$ cat src/eef_params.svh
`ifndef EEF_PARAMS_SVH
`define EEF_PARAMS_SVH

// event flag register bit positions
`define EEF_BIT_RX_ERROR   0
`define EEF_BIT_TX_ERROR   1
`define EEF_BIT_TX_DONE    3
`define EEF_BIT_LINK       4
`define EEF_BIT_DMA_DONE   5
`define EEF_BIT_RX_PENDING 6
`define EEF_FLAGS_RST      8'h00
`define EEF_FLAGS_CLR_MASK 8'h2b
`define EEF_ENABLE_MASK    8'h7b
`define EEF_ENABLE_RST     8'h00

// status register bit positions
`define EEF_STAT_ABORT_BIT  1
`define EEF_STAT_BUFERR_BIT 6

// receive packet counter limit
`define EEF_PKT_MAX 8'hff

// phy management map
`define EEF_PHY_ENABLE_ADDR  5'h12
`define EEF_PHY_REQUEST_ADDR 5'h13
`define EEF_PHY_ENABLE_MASK  16'h0012
`define EEF_PHY_ENABLE_RST   16'h0000
`define EEF_PHY_LNK_EN_BIT   4
`define EEF_PHY_GLB_EN_BIT   1
`define EEF_PHY_LNK_FLAG_BIT 4
`define EEF_PHY_GLB_FLAG_BIT 2

`endif

$ cat src/eef_pkg.sv
package eef_pkg;
	typedef logic [7:0] eef_flags_t;
	typedef enum {EEF_SEL_NONE, EEF_SEL_ENABLE, EEF_SEL_REQUEST} eef_phy_sel_t;
endpackage

$ cat src/eef_core_if.sv
`timescale 1ns/1ns
interface eef_core_if;
	logic tx_error_evt;
	logic tx_done_evt;
	logic tx_underrun_evt;
	logic link_flag;
	logic link_irq_ok;
	modport tx (output tx_error_evt, output tx_done_evt, output tx_underrun_evt);
	modport phy (output link_flag, output link_irq_ok);
	modport core (input tx_error_evt, input tx_done_evt, input tx_underrun_evt, input link_flag, input link_irq_ok);
endinterface

$ cat src/eef_tx_ctrl.sv
`timescale 1ns/1ns
`include "eef_params.svh"
module eef_tx_ctrl (
	input  wire logic        clk_i,
	input  wire logic        rst_n_i,
	input  wire logic        tx_start_i,
	input  wire logic        tx_cancel_i,
	input  wire logic        tx_complete_i,
	input  wire logic        tx_excess_coll_i,
	input  wire logic        tx_late_coll_i,
	input  wire logic        tx_forever_bit_a_limit_i,
	input  wire logic        tx_oversize_i,
	input  wire logic        tx_underrun_i,
	input  wire logic        full_duplex_i,
	input  wire logic        forever_bit_a_i,
	input  wire logic        huge_frame_allow_i,
	input  wire logic [12:0] tx_end_pointer_i,
	input  wire logic        abort_clr_i,
	eef_core_if.tx           evt,
	output logic             tx_request_o,
	output logic             tx_abort_status_o,
	output logic             status_vec_we_o,
	output logic [12:0]      status_vec_addr_o
);
	logic cause_shared;
	logic cause_local;
	logic abort;
	logic next_request;

	// collision and deferral causes cannot occur on a full-duplex link
	assign cause_shared = tx_excess_coll_i | tx_late_coll_i | (tx_forever_bit_a_limit_i & ~forever_bit_a_i);
	assign cause_local  = (tx_oversize_i & ~huge_frame_allow_i) | tx_underrun_i;
	assign abort = tx_request_o & (cause_local | (cause_shared & ~full_duplex_i));

	always_comb begin
		next_request = tx_request_o;
		if (!tx_request_o && tx_start_i) begin
			next_request = 1'h1;
		end else if (tx_request_o && (abort || tx_complete_i || tx_cancel_i)) begin
			next_request = 1'h0;
		end
	end

	assign evt.tx_done_evt     = tx_request_o & ~next_request;
	assign evt.tx_error_evt    = abort;
	assign evt.tx_underrun_evt = abort & tx_underrun_i;

	always_ff @(posedge clk_i or negedge rst_n_i) begin
		if (!rst_n_i) begin
			tx_request_o <= 1'h0;
		end else begin
			tx_request_o <= next_request;
		end
	end

	// no retry: request stays low until software starts again
	always_ff @(posedge clk_i or negedge rst_n_i) begin
		if (!rst_n_i) begin
			tx_abort_status_o <= 1'h0;
		end else begin
			tx_abort_status_o <= abort | (tx_abort_status_o & ~abort_clr_i);
		end
	end

	always_ff @(posedge clk_i or negedge rst_n_i) begin
		if (!rst_n_i) begin
			status_vec_we_o   <= 1'h0;
			status_vec_addr_o <= 13'h0000;
		end else begin
			status_vec_we_o   <= abort | (tx_request_o & tx_complete_i);
			status_vec_addr_o <= 13'(tx_end_pointer_i + 13'h0001);
		end
	end
endmodule

$ cat src/eef_phy_events.sv
`timescale 1ns/1ns
`include "eef_params.svh"
module eef_phy_events (
	input  wire logic        clk_i,
	input  wire logic        rst_n_i,
	input  wire logic        link_status_i,
	input  wire logic        mgmt_rd_i,
	input  wire logic        mgmt_wr_i,
	input  wire logic [4:0]  mgmt_addr_i,
	input  wire logic [15:0] mgmt_wdata_i,
	eef_core_if.phy          evt,
	output logic [15:0]      mgmt_rdata_o,
	output logic             mgmt_rvalid_o
);
	logic        link_q1;
	logic        link_q2;
	logic        link_q3;
	logic [15:0] phy_enable;
	logic        plnk_flag;
	logic        pglb_flag;
	logic        link_flag;
	logic        next_plnk;
	logic        next_pglb;
	logic        change;
	logic        req_read;
	logic        lnk_en;
	logic        glb_en;

	function automatic eef_pkg::eef_phy_sel_t decode(input logic [4:0] addr);
		if (addr == `EEF_PHY_ENABLE_ADDR) begin
			return eef_pkg::EEF_SEL_ENABLE;
		end else if (addr == `EEF_PHY_REQUEST_ADDR) begin
			return eef_pkg::EEF_SEL_REQUEST;
		end
		return eef_pkg::EEF_SEL_NONE;
	endfunction

	// pin synchroniser; edge detect looks only at later stages
	always_ff @(posedge clk_i or negedge rst_n_i) begin
		if (!rst_n_i) begin
			link_q1 <= 1'h0;
			link_q2 <= 1'h0;
			link_q3 <= 1'h0;
		end else begin
			link_q1 <= link_status_i;
			link_q2 <= link_q1;
			link_q3 <= link_q2;
		end
	end

	assign change   = link_q2 ^ link_q3;
	assign req_read = mgmt_rd_i && (decode(mgmt_addr_i) == eef_pkg::EEF_SEL_REQUEST);
	assign lnk_en   = phy_enable[`EEF_PHY_LNK_EN_BIT];
	assign glb_en   = phy_enable[`EEF_PHY_GLB_EN_BIT];

	// a change in the read cycle survives the clear
	assign next_plnk = change | (plnk_flag & ~req_read);
	assign next_pglb = (lnk_en & (change | (plnk_flag & ~req_read))) | (pglb_flag & ~req_read);

	always_ff @(posedge clk_i or negedge rst_n_i) begin
		if (!rst_n_i) begin
			phy_enable <= `EEF_PHY_ENABLE_RST;
		end else if (mgmt_wr_i && (decode(mgmt_addr_i) == eef_pkg::EEF_SEL_ENABLE)) begin
			phy_enable <= mgmt_wdata_i & `EEF_PHY_ENABLE_MASK;
		end
	end

	// all three flags move on the same edge
	always_ff @(posedge clk_i or negedge rst_n_i) begin
		if (!rst_n_i) begin
			plnk_flag <= 1'h0;
			pglb_flag <= 1'h0;
			link_flag <= 1'h0;
		end else begin
			plnk_flag <= next_plnk;
			pglb_flag <= next_pglb;
			link_flag <= next_pglb & lnk_en & glb_en;
		end
	end

	assign evt.link_flag   = link_flag;
	assign evt.link_irq_ok = lnk_en & glb_en;

	always_ff @(posedge clk_i or negedge rst_n_i) begin
		if (!rst_n_i) begin
			mgmt_rdata_o  <= 16'h0000;
			mgmt_rvalid_o <= 1'h0;
		end else begin
			mgmt_rvalid_o <= mgmt_rd_i;
			if (mgmt_rd_i) begin
				case (decode(mgmt_addr_i))
					eef_pkg::EEF_SEL_ENABLE: begin
						mgmt_rdata_o <= phy_enable;
					end
					eef_pkg::EEF_SEL_REQUEST: begin
						mgmt_rdata_o <= 16'(({15'h0000, plnk_flag} << `EEF_PHY_LNK_FLAG_BIT)
							| ({15'h0000, pglb_flag} << `EEF_PHY_GLB_FLAG_BIT));
					end
					default: begin
						mgmt_rdata_o <= 16'h0000;
					end
				endcase
			end
		end
	end
endmodule

$ cat src/eef_flag_logic.sv
`timescale 1ns/1ns
`include "eef_params.svh"
module eef_flag_logic (
	input  wire logic        clk_i,
	input  wire logic        rst_n_i,
	input  wire logic        global_ethernet_enable_i,
	input  wire logic        flags_wr_i,
	input  wire logic [7:0]  flags_wdata_i,
	input  wire logic        enable_wr_i,
	input  wire logic [7:0]  enable_wdata_i,
	input  wire logic        status_wr_i,
	input  wire logic [7:0]  status_wdata_i,
	input  wire logic        rx_packet_ok_i,
	input  wire logic        rx_no_space_i,
	input  wire logic        rx_bw_fail_i,
	input  wire logic        packet_decrement_bit_i,
	input  wire logic        dma_start_i,
	input  wire logic        dma_cancel_i,
	input  wire logic        dma_complete_i,
	input  wire logic        tx_start_i,
	input  wire logic        tx_cancel_i,
	input  wire logic        tx_complete_i,
	input  wire logic        tx_excess_coll_i,
	input  wire logic        tx_late_coll_i,
	input  wire logic        tx_forever_bit_a_limit_i,
	input  wire logic        tx_oversize_i,
	input  wire logic        tx_underrun_i,
	input  wire logic        full_duplex_i,
	input  wire logic        forever_bit_a_i,
	input  wire logic        huge_frame_allow_i,
	input  wire logic [12:0] tx_end_pointer_i,
	input  wire logic        link_status_i,
	input  wire logic        mgmt_rd_i,
	input  wire logic        mgmt_wr_i,
	input  wire logic [4:0]  mgmt_addr_i,
	input  wire logic [15:0] mgmt_wdata_i,
	output logic [7:0]       flags_o,
	output logic [7:0]       enable_o,
	output logic [7:0]       packet_counter_o,
	output logic             dma_busy_bit_o,
	output logic             tx_request_bit_o,
	output logic             tx_abort_status_o,
	output logic             buffer_error_status_o,
	output logic             rx_abort_o,
	output logic             status_vec_we_o,
	output logic [12:0]      status_vec_addr_o,
	output logic [15:0]      mgmt_rdata_o,
	output logic             mgmt_rvalid_o,
	output logic             irq_o
);
	// ------------------------------------------------------------
	// reset release
	// ------------------------------------------------------------
	logic rst_q1;
	logic rst_n;

	always_ff @(posedge clk_i or negedge rst_n_i) begin
		if (!rst_n_i) begin
			rst_q1 <= 1'h0;
			rst_n  <= 1'h0;
		end else begin
			rst_q1 <= 1'h1;
			rst_n  <= rst_q1;
		end
	end

	// set always beats a clear in the same cycle
	function automatic logic sticky(input logic cur, input logic set, input logic clr);
		return set | (cur & ~clr);
	endfunction

	function automatic logic sw_clear(input logic wr, input logic [7:0] data, input int pos);
		return wr & ~data[pos];
	endfunction

	eef_core_if core_if ();

	// ------------------------------------------------------------
	// submodules
	// ------------------------------------------------------------
	eef_tx_ctrl u_tx (
		.clk_i              (clk_i),
		.rst_n_i            (rst_n),
		.tx_start_i         (tx_start_i),
		.tx_cancel_i        (tx_cancel_i),
		.tx_complete_i      (tx_complete_i),
		.tx_excess_coll_i   (tx_excess_coll_i),
		.tx_late_coll_i     (tx_late_coll_i),
		.tx_forever_bit_a_limit_i   (tx_forever_bit_a_limit_i),
		.tx_oversize_i      (tx_oversize_i),
		.tx_underrun_i      (tx_underrun_i),
		.full_duplex_i      (full_duplex_i),
		.forever_bit_a_i    (forever_bit_a_i),
		.huge_frame_allow_i (huge_frame_allow_i),
		.tx_end_pointer_i   (tx_end_pointer_i),
		.abort_clr_i        (sw_clear(status_wr_i, status_wdata_i, `EEF_STAT_ABORT_BIT)),
		.evt                (core_if.tx),
		.tx_request_o       (tx_request_bit_o),
		.tx_abort_status_o  (tx_abort_status_o),
		.status_vec_we_o    (status_vec_we_o),
		.status_vec_addr_o  (status_vec_addr_o)
	);

	eef_phy_events u_phy (
		.clk_i         (clk_i),
		.rst_n_i       (rst_n),
		.link_status_i (link_status_i),
		.mgmt_rd_i     (mgmt_rd_i),
		.mgmt_wr_i     (mgmt_wr_i),
		.mgmt_addr_i   (mgmt_addr_i),
		.mgmt_wdata_i  (mgmt_wdata_i),
		.evt           (core_if.phy),
		.mgmt_rdata_o  (mgmt_rdata_o),
		.mgmt_rvalid_o (mgmt_rvalid_o)
	);

	// ------------------------------------------------------------
	// receive packet counter
	// ------------------------------------------------------------
	logic       rx_full;
	logic       rx_accept;
	logic       rx_err_evt;
	logic       pkt_dec;
	logic [7:0] next_packet_counter;
	logic       rx_pending_flag;

	assign rx_full    = (packet_counter_o == `EEF_PKT_MAX);
	assign rx_err_evt = rx_no_space_i | rx_bw_fail_i | (rx_packet_ok_i & rx_full);
	assign rx_accept  = rx_packet_ok_i & ~rx_err_evt;
	assign pkt_dec    = packet_decrement_bit_i & (packet_counter_o != 8'h00);

	always_comb begin
		case ({rx_accept, pkt_dec})
			2'h2: begin
				next_packet_counter = 8'(packet_counter_o + 8'h01);
			end
			2'h1: begin
				next_packet_counter = 8'(packet_counter_o - 8'h01);
			end
			default: begin
				next_packet_counter = packet_counter_o;
			end
		endcase
	end

	always_ff @(posedge clk_i or negedge rst_n) begin
		if (!rst_n) begin
			packet_counter_o <= 8'h00;
			rx_pending_flag  <= 1'h0;
			rx_abort_o       <= 1'h0;
		end else begin
			packet_counter_o <= next_packet_counter;
			rx_pending_flag  <= (next_packet_counter != 8'h00);
			rx_abort_o       <= rx_err_evt;
		end
	end

	// ------------------------------------------------------------
	// dma busy tracking
	// ------------------------------------------------------------
	logic next_dma_busy;
	logic dma_fall;

	assign next_dma_busy = dma_busy_bit_o ? ~(dma_complete_i | dma_cancel_i) : dma_start_i;
	assign dma_fall      = dma_busy_bit_o & ~next_dma_busy;

	always_ff @(posedge clk_i or negedge rst_n) begin
		if (!rst_n) begin
			dma_busy_bit_o <= 1'h0;
		end else begin
			dma_busy_bit_o <= next_dma_busy;
		end
	end

	// ------------------------------------------------------------
	// event flags, set without regard to enables
	// ------------------------------------------------------------
	logic dma_done_flag;
	logic tx_done_flag;
	logic tx_error_flag;
	logic rx_error_flag;

	always_ff @(posedge clk_i or negedge rst_n) begin
		if (!rst_n) begin
			dma_done_flag <= 1'h0;
			tx_done_flag  <= 1'h0;
			tx_error_flag <= 1'h0;
			rx_error_flag <= 1'h0;
		end else begin
			dma_done_flag <= sticky(dma_done_flag, dma_fall,
				sw_clear(flags_wr_i, flags_wdata_i, `EEF_BIT_DMA_DONE));
			tx_done_flag  <= sticky(tx_done_flag, core_if.tx_done_evt | core_if.tx_error_evt,
				sw_clear(flags_wr_i, flags_wdata_i, `EEF_BIT_TX_DONE));
			tx_error_flag <= sticky(tx_error_flag, core_if.tx_error_evt,
				sw_clear(flags_wr_i, flags_wdata_i, `EEF_BIT_TX_ERROR));
			rx_error_flag <= sticky(rx_error_flag, rx_err_evt,
				sw_clear(flags_wr_i, flags_wdata_i, `EEF_BIT_RX_ERROR));
		end
	end

	// ------------------------------------------------------------
	// buffer error status, shared by rx bandwidth loss and tx underrun
	// ------------------------------------------------------------
	always_ff @(posedge clk_i or negedge rst_n) begin
		if (!rst_n) begin
			buffer_error_status_o <= 1'h0;
		end else begin
			buffer_error_status_o <= sticky(buffer_error_status_o, rx_bw_fail_i | core_if.tx_underrun_evt,
				sw_clear(status_wr_i, status_wdata_i, `EEF_STAT_BUFERR_BIT));
		end
	end

	// ------------------------------------------------------------
	// enables and master request
	// ------------------------------------------------------------
	eef_pkg::eef_flags_t flags_vec;
	eef_pkg::eef_flags_t irq_gate;

	always_comb begin
		flags_vec = `EEF_FLAGS_RST;
		flags_vec[`EEF_BIT_RX_PENDING] = rx_pending_flag;
		flags_vec[`EEF_BIT_DMA_DONE]   = dma_done_flag;
		flags_vec[`EEF_BIT_LINK]       = core_if.link_flag;
		flags_vec[`EEF_BIT_TX_DONE]    = tx_done_flag;
		flags_vec[`EEF_BIT_TX_ERROR]   = tx_error_flag;
		flags_vec[`EEF_BIT_RX_ERROR]   = rx_error_flag;
	end

	always_comb begin
		irq_gate = flags_vec & enable_o;
		// link bit needs the phy enables as well, even if the flag lingers
		irq_gate[`EEF_BIT_LINK] = irq_gate[`EEF_BIT_LINK] & core_if.link_irq_ok;
	end

	assign flags_o = flags_vec;

	always_ff @(posedge clk_i or negedge rst_n) begin
		if (!rst_n) begin
			enable_o <= `EEF_ENABLE_RST;
		end else if (enable_wr_i) begin
			enable_o <= enable_wdata_i & `EEF_ENABLE_MASK;
		end
	end

	always_ff @(posedge clk_i or negedge rst_n) begin
		if (!rst_n) begin
			irq_o <= 1'h0;
		end else begin
			irq_o <= global_ethernet_enable_i & (|irq_gate);
		end
	end
endmodule

$ cat config.mk
export PLATFORM = sky130hd
export DESIGN_NAME = eef_flag_logic
export DESIGN_NICKNAME = d
export VERILOG_FILES = /design/src/eef_pkg.sv /design/src/eef_core_if.sv /design/src/eef_tx_ctrl.sv /design/src/eef_phy_events.sv /design/src/eef_flag_logic.sv
export VERILOG_INCLUDE_DIRS = /design/src
export SDC_FILE = /design/constraint.sdc
export NUM_CORES = 1
export LEC_CHECK = 0
export BUFFER_PORTS_ARGS = -buffer_cell sky130_fd_sc_hd__buf_2
export CAP_MARGIN = 10
export CORE_MARGIN = 8
export CORE_UTILIZATION = 39
export CTS_BUF_LIST = sky130_fd_sc_hd__clkbuf_16
export DETAILED_ROUTE_END_ITERATION = 7
export GPL_TIMING_DRIVEN = 1
export MAX_ROUTING_LAYER = met4
export PLACE_DENSITY_LB_ADDON = 0.15
export SLEW_MARGIN = 30
export SYNTH_ARGS = -nofsm -noshare
export SYNTH_HDL_FRONTEND = slang
export SYNTH_SLANG_ARGS = --single-unit
$ cat constraint.sdc
create_clock -name clk_i -period 1.77 [get_ports clk_i]
set_clock_uncertainty 0.2 [all_clocks]
set_input_delay 0.354 -clock clk_i [delete_from_list [all_inputs] [get_ports clk_i]]
set_output_delay 0.354 -clock clk_i [all_outputs]
set_load 0.05 [all_outputs]
Word-level counts from Yosys, hierarchy flattened
Cells that the tools add are included.
{"block": "totals", "ff_bits": 66, "latchBits": 0, "ram_bits": 0, "romBits": 0, "in_bits": 85, "output_inout_bits": 61, "wordCells": 133, "n_memories": 0}
{"block": "classes", "n_addsub": 3, "mul": 0, "div_mod_pow": 0, "n_lt_le_gt_ge": 0, "eq_ne": 9, "shifts": 0, "mux": 13, "bitwise_logic": 72, "n_reduce_logical": 10}
{"cell": "2-to-1 mux 32 bit", "n": 3}
{"cell": "== test 32 x 2 -> 1 bit, second input constant", "n": 2}
{"cell": "== test 32 x 1 -> 1 bit, second input constant", "n": 1}
{"cell": "== test 32 x 3 -> 1 bit, second input constant", "n": 1}
{"cell": "case mux 16 bit (2 select lines)", "n": 1}
{"cell": "AND 1 bit", "n": 31}
{"cell": "NOT 1 bit", "n": 20}
{"cell": "bitwise OR 1 bit", "n": 18}
{"cell": "case mux 8 bit (2 select lines)", "n": 1}
{"cell": "nonzero test 8 bit", "n": 2}
{"cell": "adder 13 x 1 -> 13 bit, second input constant", "n": 1}
{"cell": "== test 5 bit, second input constant", "n": 2}
{"cell": "adder 8 x 1 -> 8 bit, second input constant", "n": 1}
{"cell": "== test 8 bit, second input constant", "n": 1}
{"cell": "OR reduction 8 bit", "n": 1}
{"cell": "subtractor 8 x 1 -> 8 bit, second input constant", "n": 1}
{"cell": "AND 7 bit", "n": 1}
{"cell": "2-to-1 mux 1 bit", "n": 6}
{"cell": "bitwise OR 5 x 3 -> 5 bit", "n": 1}
{"cell": "logical AND 1 bit", "n": 4}
{"cell": "2-to-1 mux 2 bit", "n": 2}
{"cell": "== test 2 x 1 -> 1 bit, second input constant", "n": 1}
{"cell": "== test 2 bit, second input constant", "n": 1}
{"cell": "logical OR 1 bit", "n": 2}
{"cell": "2 further kinds", "n": 2}

Depth between registers and ports, before layout
Gate-level depths: netlist of the first run.
{"block": "depth", "word_depth": 15, "depth_mapped": 13, "ltp_nobuf": 12}

Cells and area by module
A second synthesis of the first run with hierarchy kept.
{"block": "unflattened", "cells_unflattened": 264, "area_unflattened_um2": 2826.5}
{"module": "eef_flag_logic", "n_inst": 1, "cells_per_inst": 152, "area_per_inst_um2": 1520.2, "seq_area_each_um2": 625.6}
{"module": "eef_tx_ctrl", "n_inst": 1, "cells_per_inst": 61, "area_per_inst_um2": 719.4, "seq_area_each_um2": 400.4}
{"module": "eef_phy_events", "n_inst": 1, "cells_per_inst": 51, "area_per_inst_um2": 586.8, "seq_area_each_um2": 300.3}

Worst setup path before layout of the first run
No wires, ideal clock.
{"block": "synth_path", "path_kind": "flip-flop to flip-flop", "from": "register packet_counter_o[0]", "to": "register rx_pending_flag", "setup_time_ns": 0.136, "arrival_time_ns": 3.087, "required_ns": 1.434, "slack_ns": -1.653, "stages_incl_launch_ff": 13, "n_path_buf": 1, "period_less_slack_ns": 3.423, "path_cell_list": "dfrtp_1 -> buf_2 -> nand3_1 -> o31ai_1 -> inv_1 -> nand2_1 -> ha_1 -> ha_1 -> nor4bb_1 -> a311o_1 -> or3b_4 -> nor3_2 -> nand4_1"}
{"block": "synth_between", "elab_chain_cells": 8, "word_cells_on_any_way": 13, "classes_between": "2 x add/sub; 3 x eq/ne; 1 x mux; 5 x bitwise; 2 x reduce/logical"}
{"element": "start, declared", "line_no": "eef_flag_logic.sv:39", "source": "output logic [7:0] packet_counter_o,"}
{"element": "start signal, assigned", "line_no": "eef_flag_logic.sv:152", "source": "packet_counter_o <= next_packet_counter;"}
{"element": "== test 8 bit (no line) *"}
{"element": "AND 1 bit *", "line_no": "eef_flag_logic.sv:128", "source": "assign rx_err_evt = rx_no_space_i | rx_bw_fail_i | (rx_packet_ok_i & rx_full);"}
{"element": "bitwise OR 1 bit *", "line_no": "eef_flag_logic.sv:128"}
{"element": "named net rx_err_evt", "line_no": "eef_flag_logic.sv:122", "source": "logic rx_err_evt;"}
{"element": "NOT 1 bit *", "line_no": "eef_flag_logic.sv:129", "source": "assign rx_accept = rx_packet_ok_i & ~rx_err_evt;"}
{"element": "AND 1 bit *", "line_no": "eef_flag_logic.sv:129"}
{"element": "== test 2 x 1 -> 1 bit or == test 2 bit (tied branches)", "line_no": "eef_flag_logic.sv:133", "source": "case ({rx_accept, pkt_dec})"}
{"element": "case mux 8 bit (2 select lines) *", "line_no": "eef_flag_logic.sv:133"}
{"element": "nonzero test 8 bit *", "line_no": "eef_flag_logic.sv:153", "source": "rx_pending_flag <= (next_packet_counter != 8'h00);"}
{"element": "end signal, assigned", "line_no": "eef_flag_logic.sv:153"}
{"element": "end, declared", "line_no": "eef_flag_logic.sv:125", "source": "logic rx_pending_flag;"}
The timed path passes the listed nets; every way through them passes the cells marked *.
A chain may end at the register's enable or synchronous reset.

Worst setup path after layout of the first run
{"block": "layout_path", "from": "register packet_counter_o[3]", "to": "register rx_pending_flag"}
{"block": "layout_between", "elab_chain_cells": 8, "word_cells_on_any_way": 13, "classes_between": "2 x add/sub; 3 x eq/ne; 1 x mux; 5 x bitwise; 2 x reduce/logical"}
{"element": "== test 8 bit (no line)"}
{"element": "AND 1 bit", "line_no": "eef_flag_logic.sv:128"}
{"element": "bitwise OR 1 bit", "line_no": "eef_flag_logic.sv:128"}
{"element": "NOT 1 bit", "line_no": "eef_flag_logic.sv:129"}
{"element": "AND 1 bit", "line_no": "eef_flag_logic.sv:129"}
{"element": "== test 2 x 1 -> 1 bit or == test 2 bit (tied branches)", "line_no": "eef_flag_logic.sv:133"}
{"element": "case mux 8 bit (2 select lines) *", "line_no": "eef_flag_logic.sv:133"}
{"element": "nonzero test 8 bit *", "line_no": "eef_flag_logic.sv:153"}
Every way passes the cells marked *; elsewhere a longest branch is shown, timed or not.

==> results.toml, run 1 <==
[synthesis]
yosys_warnings = 0
yosysSeqAreaShare_pct = 48.2
synth_edf_count = 0
synth_cells = 271
netlist_area_um2 = 2750
synth_top_cell_area_share_pct = 48.2
synth_area_leaders = "dfrtp_1 (48%), buf_4 (6.3%), mux2_2 (4.5%)"
ys_ff_latch = 53
synth_cell_types = 54
yosys_most_used_dff = "dfrtp_1"
synthArstFlopShare_pct = 100
synth_top_cell_by_area = "dfrtp_1"
syn_avg_cell_area_um2 = 10.2

[layout]
final_nets = 529
final_layout_size_suffix_gt1_share_pct = 52.8
mostFrequentLayoutCells = "buf_2 (100), buf_4 (54), dfrtp_1 (44)"
layout_commonest_cell = "buf_2"
diodes = 0
post-route-util_pct = 61.1
syn_to_final_growth_pct = 51.7

[status]
status = "complete, but fails checks"
violations = "setup timing"

[detailed_routing]
drt_iter0_markers = 70
vias = 2456
viasPerCell = 4.62
firstDrtPassIters = 4
postRouteAntennaNets = 0
wirelength_um = 7720
wire_per_inst_um = 14.5
drc_errors = 0

[timing]
fmax_ghz = 0.330
slew_viol_final = 0
fin_ws_ns = -1.26
rsz0062_at_grt = "yes"
setup_violations = 10
fin_crit_ns = 3.03
period_share_pct = 171
finalHoldViolCount = 0

[worst_setup_path]
rr_worst_depth = 10
worstSetupPathType = "reg -> reg"
end_kind = "register"
crit_path_start_kind = "register"
worstPathArrival_ns = 2.99
cp_data_required_time_ns = 1.73
crit_fanout = 8

[grt]
grt_pass1_vias = 2498
grt_max_degree = 29
grt.met3_usage_pct = 5.54
grt_use_met1_pct = 18.8
antenna_found_initial = 0
overflow = 0
use_met2_pct = 23.1
grt_pass1_wl_um = 12000
grtUsageTotal_pct = 15.3
grt_busiest_layer = "met2"

[power_and_ir_drop]
p_total_w = 0.00568
powerDensity_nw_per_um2 = 1360
cellLeakagePower_nw = 2.02
vdd_ir_drop_max_v = 0.000659

[floorplan]
die_area_um2 = 10000
core_region_area_um2 = 6830
row_count = 30
ioPinCount = 146
die_x_um = 100
initial_core_util_pct = 40.3
die_h_um = 100

[worst_hold_path]
hold_path.class = "in -> reg"
min_path_cells = 2

[cts]
cts_max_level = 2
cts_sinks = 53
ctsLongestPathBuffers = 2
clock-root-buffer = "clkbuf_16"
cts_tree = "built"
clkLatencyLatePin_ns = 0.29
cts-buffers-inserted = 5
path_clk_slew_ns = 0.07

[place]
place.port_buffers = 102
dpl.hpwl_um = 5770
gp_congestion = 0.859

[flow_run]
max_cap_violations = 0
[per-stage QoR]
step	setup TNS [ns]	setup slack, ns	instances	area, um^2	hold slack [ns]
5_1_grt	-9.96	-1.35	532	4180	0.0399
3_3_place_gp	-6.60	-1.04	493	3660	-0.0599
3_5_place_dp	-6.99	-1.10	493	3660	-0.0596
4_1_cts	-7.01	-1.02	524	4060	0.0373
6_report	-8.76	-1.26	532	4180	0.0390
2_1_floorplan	-7.91	-1.17	287	2990	-0.142
[layout make-up]
cell class	instances	area [um^2]
fill	579	2660
multi-input combinational	184	1410
sequential	53	1340
timing repair buffer	171	1090
clock buffer	5	125
tap	96	120
inverter	20	75.1
clock inverter	3	17.5
[metal layers]
metal	up-vias	wire length, um
li1	1233	-
met1	1131	3400
met2	83	3560
met3	9	638
met4	0	119
met5	-	0
[synth_stat cells, types with 3 or more instances]
master	count
a31oi_1	3
a211oi_1	4
nor2b_1	3
nor4_1	4
nor3b_1	4
a21oi_1	5
buf_4	23
nand4_1	5
inv_1	20
nor3_1	4
xor2_1	6
dfrtp_1	53
nor2_1	15
ha_1	8
nand3_1	8
o21ai_0	15
buf_2	5
xnor2_1	8
and3_1	4
mux2_2	11
nand2_1	23
[critical path: stages (launching register included)]
cell and delay, ns:
dfrtp_2 0.43, nor4_1 0.31, a31oi_1 0.19, ha_4 0.26, buf_4 0.15, ha_2 0.22
nor4bb_1 0.16, a311o_1 0.27, or3b_4 0.43, nor3_4 0.15, nand4_1 0.12
[sequential cells by signal (all words and copies together) (netlist names), 2 cells and up]
register	flops
u_tx.status_vec_addr_o	13
packet_counter_o	8
u_phy.phy_enable	2
enable_o	6
u_phy.mgmt_rdata_o	3
[kinds of logic (layout without fill, tap and decap cells)]
| family | Yosys count | after routing | synth area share (%) |
|---|---|---|---|
| AOI/OAI and AO/OA | 48 | 48 | 11.6 |
| adders and majority gates | 9 | 9 | 4.36 |
| muxes | 12 | 12 | 4.86 |
| DFF | 53 | 53 | 48.2 |
| buffers and inverters | 50 | 199 | 10.2 |
| and+or+nand+nor | 83 | 83 | 16.1 |
| xor gates and xnor gates | 14 | 14 | 4.45 |
| other | 2 | 18 | 0.273 |
[path summary, 6_finish.rpt]
check,startpoint,endpoint,slack (ns)
min in group asynchronous,rst_n,packet_counter_o[6],0.06
max in group asynchronous,rst_n,u_phy.link_q3,1.04
max,packet_counter_o[3],rx_pending_flag,-1.26
max reg2reg,packet_counter_o[3],rx_pending_flag,-1.26
min,tx_end_pointer_i[0],u_tx.status_vec_addr_o[0],0.04
min reg2reg,rst_n,packet_counter_o[6],0.06
[power by group]
group / total, W / internal, W / switching (W)
Clock: 0.000965 / 0.000523 / 0.000442
Sequential: 0.00155 / 0.00141 / 0.000141
Combinational: 0.00317 / 0.00140 / 0.00177
[timing repair]
action / CTS / global route
pin swaps: 16 / 4
setup buffers: 21 / 8
hold endpoints to repair: 3 / 0
hold buffers: 2 / 0
resized for setup: 20 / 14
endpoints found under the setup margin: 10 / 12
Power figures use the tool's default switching activity.
==> inputs of run 2 (changes only) <==
--- a/config.mk
+++ b/config.mk
@@ -15,7 +15,9 @@
 export GPL_TIMING_DRIVEN = 1
 export MAX_ROUTING_LAYER = met4
 export PLACE_DENSITY_LB_ADDON = 0.15
+export SKIP_LAST_GASP = 1
 export SLEW_MARGIN = 30
 export SYNTH_ARGS = -nofsm -noshare
 export SYNTH_HDL_FRONTEND = slang
 export SYNTH_SLANG_ARGS = --single-unit
+export TNS_END_PERCENT = 1
==> run 2 against run 1 <==
Net effect: setup slack gained 0.18 ns; the flow finishes with violations (hold timing, setup timing); via count is 1.4% higher; final cell count decreased by 1.1%; sequential share of layout area grew 1.3 points; non-clock buffer count is 7 lower.
==> results.toml, run 2 (synthesized netlist as in run 1, its figures left out) <==
[power_and_ir_drop]
p_clk_share_pct = 17.2
netSwitchingFraction_pct = 41.3
powerDensity_nw_per_um2 = 1370
p_sw_w = 0.00227
cellLeakagePower_nw = 1.95
p_seq_share_pct = 28.6
vdd_ir_drop_max_v = 0.000575
p_int_w = 0.00323
p_comb_share_pct = 54.2

[timing]
rsz0062_at_grt = "yes"
fin_ws_ns = -1.08
fin_crit_ns = 2.85
fin_tns_setup_ns = -8.07
period_share_pct = 161
slew_viol_final = 0
fmax_ghz = 0.350
fin_hold_ws_ns = -0.00952
finalHoldViolCount = 16
setup_violations = 12

[worst_hold_path]
hold_path.class = "reg -> async"

[layout]
layout_commonest_cell = "buf_2"
syn_to_final_growth_pct = 45.8
finalInstanceArea_um2 = 4010
final_layout_size_suffix_gt1_share_pct = 50.1
seq_area_um2 = 1340
mostFrequentLayoutCells = "buf_2 (102), buf_4 (60), dfrtp_1 (44)"
largest_reg_flops = 13
finalNonFillerCells = 526
top_register = "u_tx.status_vec_addr_o"
top_regs = "u_tx.status_vec_addr_o x13, packet_counter_o x8, enable_o x6"
multi_input_area_um2 = 1360
final_nets = 522
fill_cells = 611

[detailed_routing]
met1Wirelength_um = 3340
top_layer_used = "met4"
vias = 2491
drc_errors = 0
wl_met2_um = 3510
postRouteAntennaNets = 0
drt_iter0_markers = 89
firstDrtPassIters = 4
wirelength_um = 7680
met3_length_um = 668
wire_per_inst_um = 14.6
viasPerCell = 4.74

[grt]
grtUsageTotal_pct = 15.7
grt_max_degree = 20
grt_pass1_wl_um = 12400
grt_pass1_vias = 2639
overflow = 0
antenna_found_initial = 1

[floorplan]
core_region_area_um2 = 6830
ioPinCount = 146
die_area_um2 = 10000
die_x_um = 100
die_h_um = 100
initial_core_util_pct = 40.3
row_count = 30

[flow_run]
max_cap_violations = 0

[worst_setup_path]
worstPathArrival_ns = 2.81
worstSetupPathType = "reg -> reg"
reg2reg_from = "packet_counter_o[3]"
crit_fanout = 8
cp_data_required_time_ns = 1.72
crit_path_start_kind = "register"
crit_path_start = "packet_counter_o[3]"
end_kind = "register"
rr_worst_depth = 9

[status]
violations = "hold timing, setup timing"
status = "complete, but fails checks"

[cts]
cts_tree = "built"
cts-buffers-inserted = 5
ctsLongestPathBuffers = 2
path_clk_slew_ns = 0.07
clock-root-buffer = "clkbuf_16"
clkLatencyLatePin_ns = 0.29
cts_max_level = 2
cts_sinks = 53

[place]
place.port_buffers = 102
place_area_um2 = 3650
gp_congestion = 0.896
dp.cells = 494
dpl.hpwl_um = 5970
run 2: cell count changes in the layout (fill, tap and decap cells not counted), moves of 2 or more:
cell / before / now
buf_4: 54 / 60
o21ai_0: 13 / 15
buf_6: 15 / 0
o31ai_2: 2 / 0
nor2b_4: 2 / 0
buf_2: 100 / 102
run 2: critical path: stages (launching register included):
cell and delay, ns:
dfrtp_2 0.44, nor4_2 0.30, a31oi_1 0.17, ha_4 0.26
ha_4 0.32, nor2_2 0.05, a311o_1 0.35, or3b_4 0.38
nor3_2 0.13, nand4_1 0.11
run 2: worst paths after layout:
check / end / slack, ns
setup reg to reg: rx_pending_flag / -1.08
hold reg to reg: packet_counter_o[1] / -0.01
hold / removal: packet_counter_o[1] / -0.01
setup / recovery: rx_pending_flag / -1.08
min in group clk_i: u_tx.status_vec_addr_o[12] / 0.04
max in group asynchronous: u_tx.status_vec_addr_o[0] / 0.80
run 2: area by class of cell:
cell class                      instances  share of cell area (%)
Multi-Input combinational cell        184                    33.8
Tap cell                               96                    2.99
Clock buffer                            5                    3.12
Antenna cell                            1                  0.0623
Sequential cell                        53                    33.3
Clock inverter                          3                   0.436
Timing Repair Buffer                  164                    24.4
Inverter                               20                    1.87
run 2: power groups by stage:
| stage | combinational, W | sequential (W) | clock, W |
|---|---|---|---|
| after detailed placement | 0.00274 | 0.00159 | 0 |
| final | 0.00298 | 0.00157 | 0.000946 |
| after CTS | 0.00285 | 0.00157 | 0.000977 |
| after global placement | 0.00272 | 0.00159 | 0 |
| after global routing | 0.00320 | 0.00159 | 0.00103 |
| after floorplan | 0.00132 | 0.00212 | 0 |
run 2: timing repair:
item / 4_1_cts / 5_1_grt
pin swaps: 5 / 4
endpoints found under the hold margin: 3 / 0
endpoints found under the setup margin: 9 / 11
hold buffers: 2 / 0
buffers inserted: 17 / 4
gates resized for setup: 2 / 4
run 2: metal layers:
metal,up-vias,track usage (%)
li1,1212,-
met1,1149,18.2
met2,109,25.2
met3,21,5.05
met4,0,5.12
met5,-,-
run 2: stage by stage:
step                util, %  power, W  worst slack, ns
floorplan                 -   0.00344            -1.17
global route           58.8   0.00583            -1.20
global placement       53.5   0.00430            -1.05
CTS                    57.9   0.00539            -1.03
detailed placement     53.5   0.00432            -1.17
finish                 58.8   0.00550            -1.08
==> inputs of run 3 (changes only) <==
--- a/config.mk
+++ b/config.mk
@@ -13,8 +13,7 @@
 export CTS_BUF_LIST = sky130_fd_sc_hd__clkbuf_16
 export DETAILED_ROUTE_END_ITERATION = 7
 export GPL_TIMING_DRIVEN = 1
-export MAX_ROUTING_LAYER = met4
-export PLACE_DENSITY_LB_ADDON = 0.15
+export PLACE_DENSITY = 0.72
 export SKIP_LAST_GASP = 1
 export SLEW_MARGIN = 30
 export SYNTH_ARGS = -nofsm -noshare
==> run 3 against run 2 <==
Net effect: the flow finishes with violations (setup timing); register-to-register slack worse by 0.05 ns; worst hold slack improved by 0.059 ns; via count decreased by 1.6%; power shrank 1.2%; largest cell class is now registers; clock-buffer cell count unchanged; combinational power shrank 3%.
==> results.toml, run 3 (synthesized netlist as in run 1, its figures left out) <==
[timing]
fin_hold_ws_ns = 0.0497
slew_viol_final = 0
rsz0062_at_grt = "yes"
fin_ws_ns = -1.13
setup_violations = 11
period_share_pct = 164
fmax_ghz = 0.345
finalHoldViolCount = 0
fin_crit_ns = 2.90

[layout]
finalNonFillerCells = 524
final_nets = 521
final_layout_size_suffix_gt1_share_pct = 49.8
fill_cells = 608
syn_to_final_growth_pct = 44.7
mostFrequentLayoutCells = "buf_2 (102), buf_4 (59), dfrtp_1 (44)"
diodes = 0
top_register = "u_tx.status_vec_addr_o"
layout_commonest_cell = "buf_2"
largest_reg_flops = 13
top_regs = "u_tx.status_vec_addr_o x13, packet_counter_o x8, enable_o x6"

[worst_setup_path]
worstPathArrival_ns = 2.93
cp_data_required_time_ns = 1.80
worstSetupPathType = "reg -> reg"
crit_fanout = 3
crit_path_start_kind = "register"
end_kind = "register"

[power_and_ir_drop]
vdd_ir_drop_max_v = 0.000702
p_int_w = 0.00319
p_seq_share_pct = 28.6
p_clk_share_pct = 17.9
netSwitchingFraction_pct = 41.3
p_total_w = 0.00543
powerDensity_nw_per_um2 = 1360
p_sw_w = 0.00225
p_comb_share_pct = 53.5
cellLeakagePower_nw = 1.94

[floorplan]
initial_core_util_pct = 40.3
die_x_um = 100
die_h_um = 100
row_count = 30
core_region_area_um2 = 6830
ioPinCount = 146
die_area_um2 = 10000

[cts]
cts_sinks = 53
clkLatencyLatePin_ns = 0.28
cts-buffers-inserted = 5
cts_tree = "built"
clock-root-buffer = "clkbuf_16"
path_clk_slew_ns = 0.07
cts_max_level = 2
ctsLongestPathBuffers = 2

[detailed_routing]
wirelength_um = 7490
firstDrtPassIters = 4
vias = 2451
wire_per_inst_um = 14.3
postRouteAntennaNets = 0
viasPerCell = 4.68
drc_errors = 0
drt_iter0_markers = 73

[grt]
antenna_found_initial = 0
grtUsageTotal_pct = 15.3
grt_pass1_wl_um = 12600
overflow = 0
grt_pass1_vias = 2679
grt_max_degree = 29

[place]
dp.cells = 495
place.port_buffers = 102
dpl.hpwl_um = 6080
gp_congestion = 0.845

[status]
violations = "setup timing"
status = "complete, but fails checks"

[flow_run]
max_cap_violations = 0

[worst_hold_path]
hold_path.class = "reg -> async"
run 3: cell type report:
type                    instances  area, um^2  area share, %
inverters                      20        75.1           1.88
multi-input cells             184        1330           33.3
well taps                      96         120           3.01
clock inverters                 3        26.3          0.659
repair buffers                163         973           24.4
clock buffers                   5         125           3.14
flip-flops and latches         53        1340           33.6
run 3: timing repair:
item	CTS	global route
pin swaps	3	2
setup endpoints to repair	9	10
hold endpoints to repair	3	0
hold buffers	2	0
buffers inserted	14	5
gates resized for setup	3	1
run 3: worst paths after layout:
kind | depth (start not counted) | endpoint | slack [ns] | startpoint
worst max-delay path | 18 | rx_error_flag | -1.13 | packet_counter_o[4]
worst min-delay path | 1 | u_phy.evt.link_flag | 0.05 | rst_n
worst max register to register | 18 | rx_error_flag | -1.13 | packet_counter_o[4]
worst min register to register | 1 | u_phy.evt.link_flag | 0.05 | rst_n
max in group asynchronous | 1 | packet_counter_o[6] | 1.01 | rst_n
min in group clk_i | 1 | u_phy.mgmt_rvalid_o | 0.05 | mgmt_rd_i
run 3: worst max-delay path, stage by stage, from the launching register on:
cell and delay [ns]:
dfrtp_2 0.40, nand4_1 0.14, o31ai_2 0.27, inv_1 0.10, buf_4 0.14, buf_4 0.12
buf_4 0.12, buf_4 0.12, buf_4 0.12, buf_4 0.12, buf_4 0.12, buf_4 0.12
buf_4 0.12, buf_4 0.12, buf_4 0.12, buf_4 0.12, buf_4 0.12, buf_4 0.12
nand2_1 0.04
run 3: routing by layer:
layer  GRT usage (%)  part of all wire, %  wire length [um]  up-vias
met5               0                    0                 0        -
li1                -                    -                 -     1211
met1            18.1                   43              3200     1137
met2            25.6                   47              3540       92
met3            5.26                  8.5               636       11
met4            4.53                  1.5               109        0
run 3: through the flow:
| step | setup TNS [ns] | util [%] | cell area, um^2 | worst slack (ns) |
|---|---|---|---|---|
| detailed placement | -7.52 | 53.6 | 3660 | -1.16 |
| CTS | -7.66 | 57.7 | 3950 | -1.04 |
| floorplan | -9.86 | - | 2950 | -1.17 |
| global placement | -6.82 | 53.6 | 3660 | -1.10 |
| finish | -8.22 | 58.3 | 3990 | -1.13 |
| global route | -9.69 | 58.3 | 3990 | -1.27 |
run 3: power groups by stage:
stage	sequential (W)	clock (W)	combinational, W
2_1_floorplan	0.00212	0	0.00132
3_3_place_gp	0.00158	0	0.00273
3_5_place_dp	0.00158	0	0.00278
4_1_cts	0.00156	0.00101	0.00285
5_1_grt	0.00158	0.00107	0.00313
6_report	0.00156	0.000973	0.00290
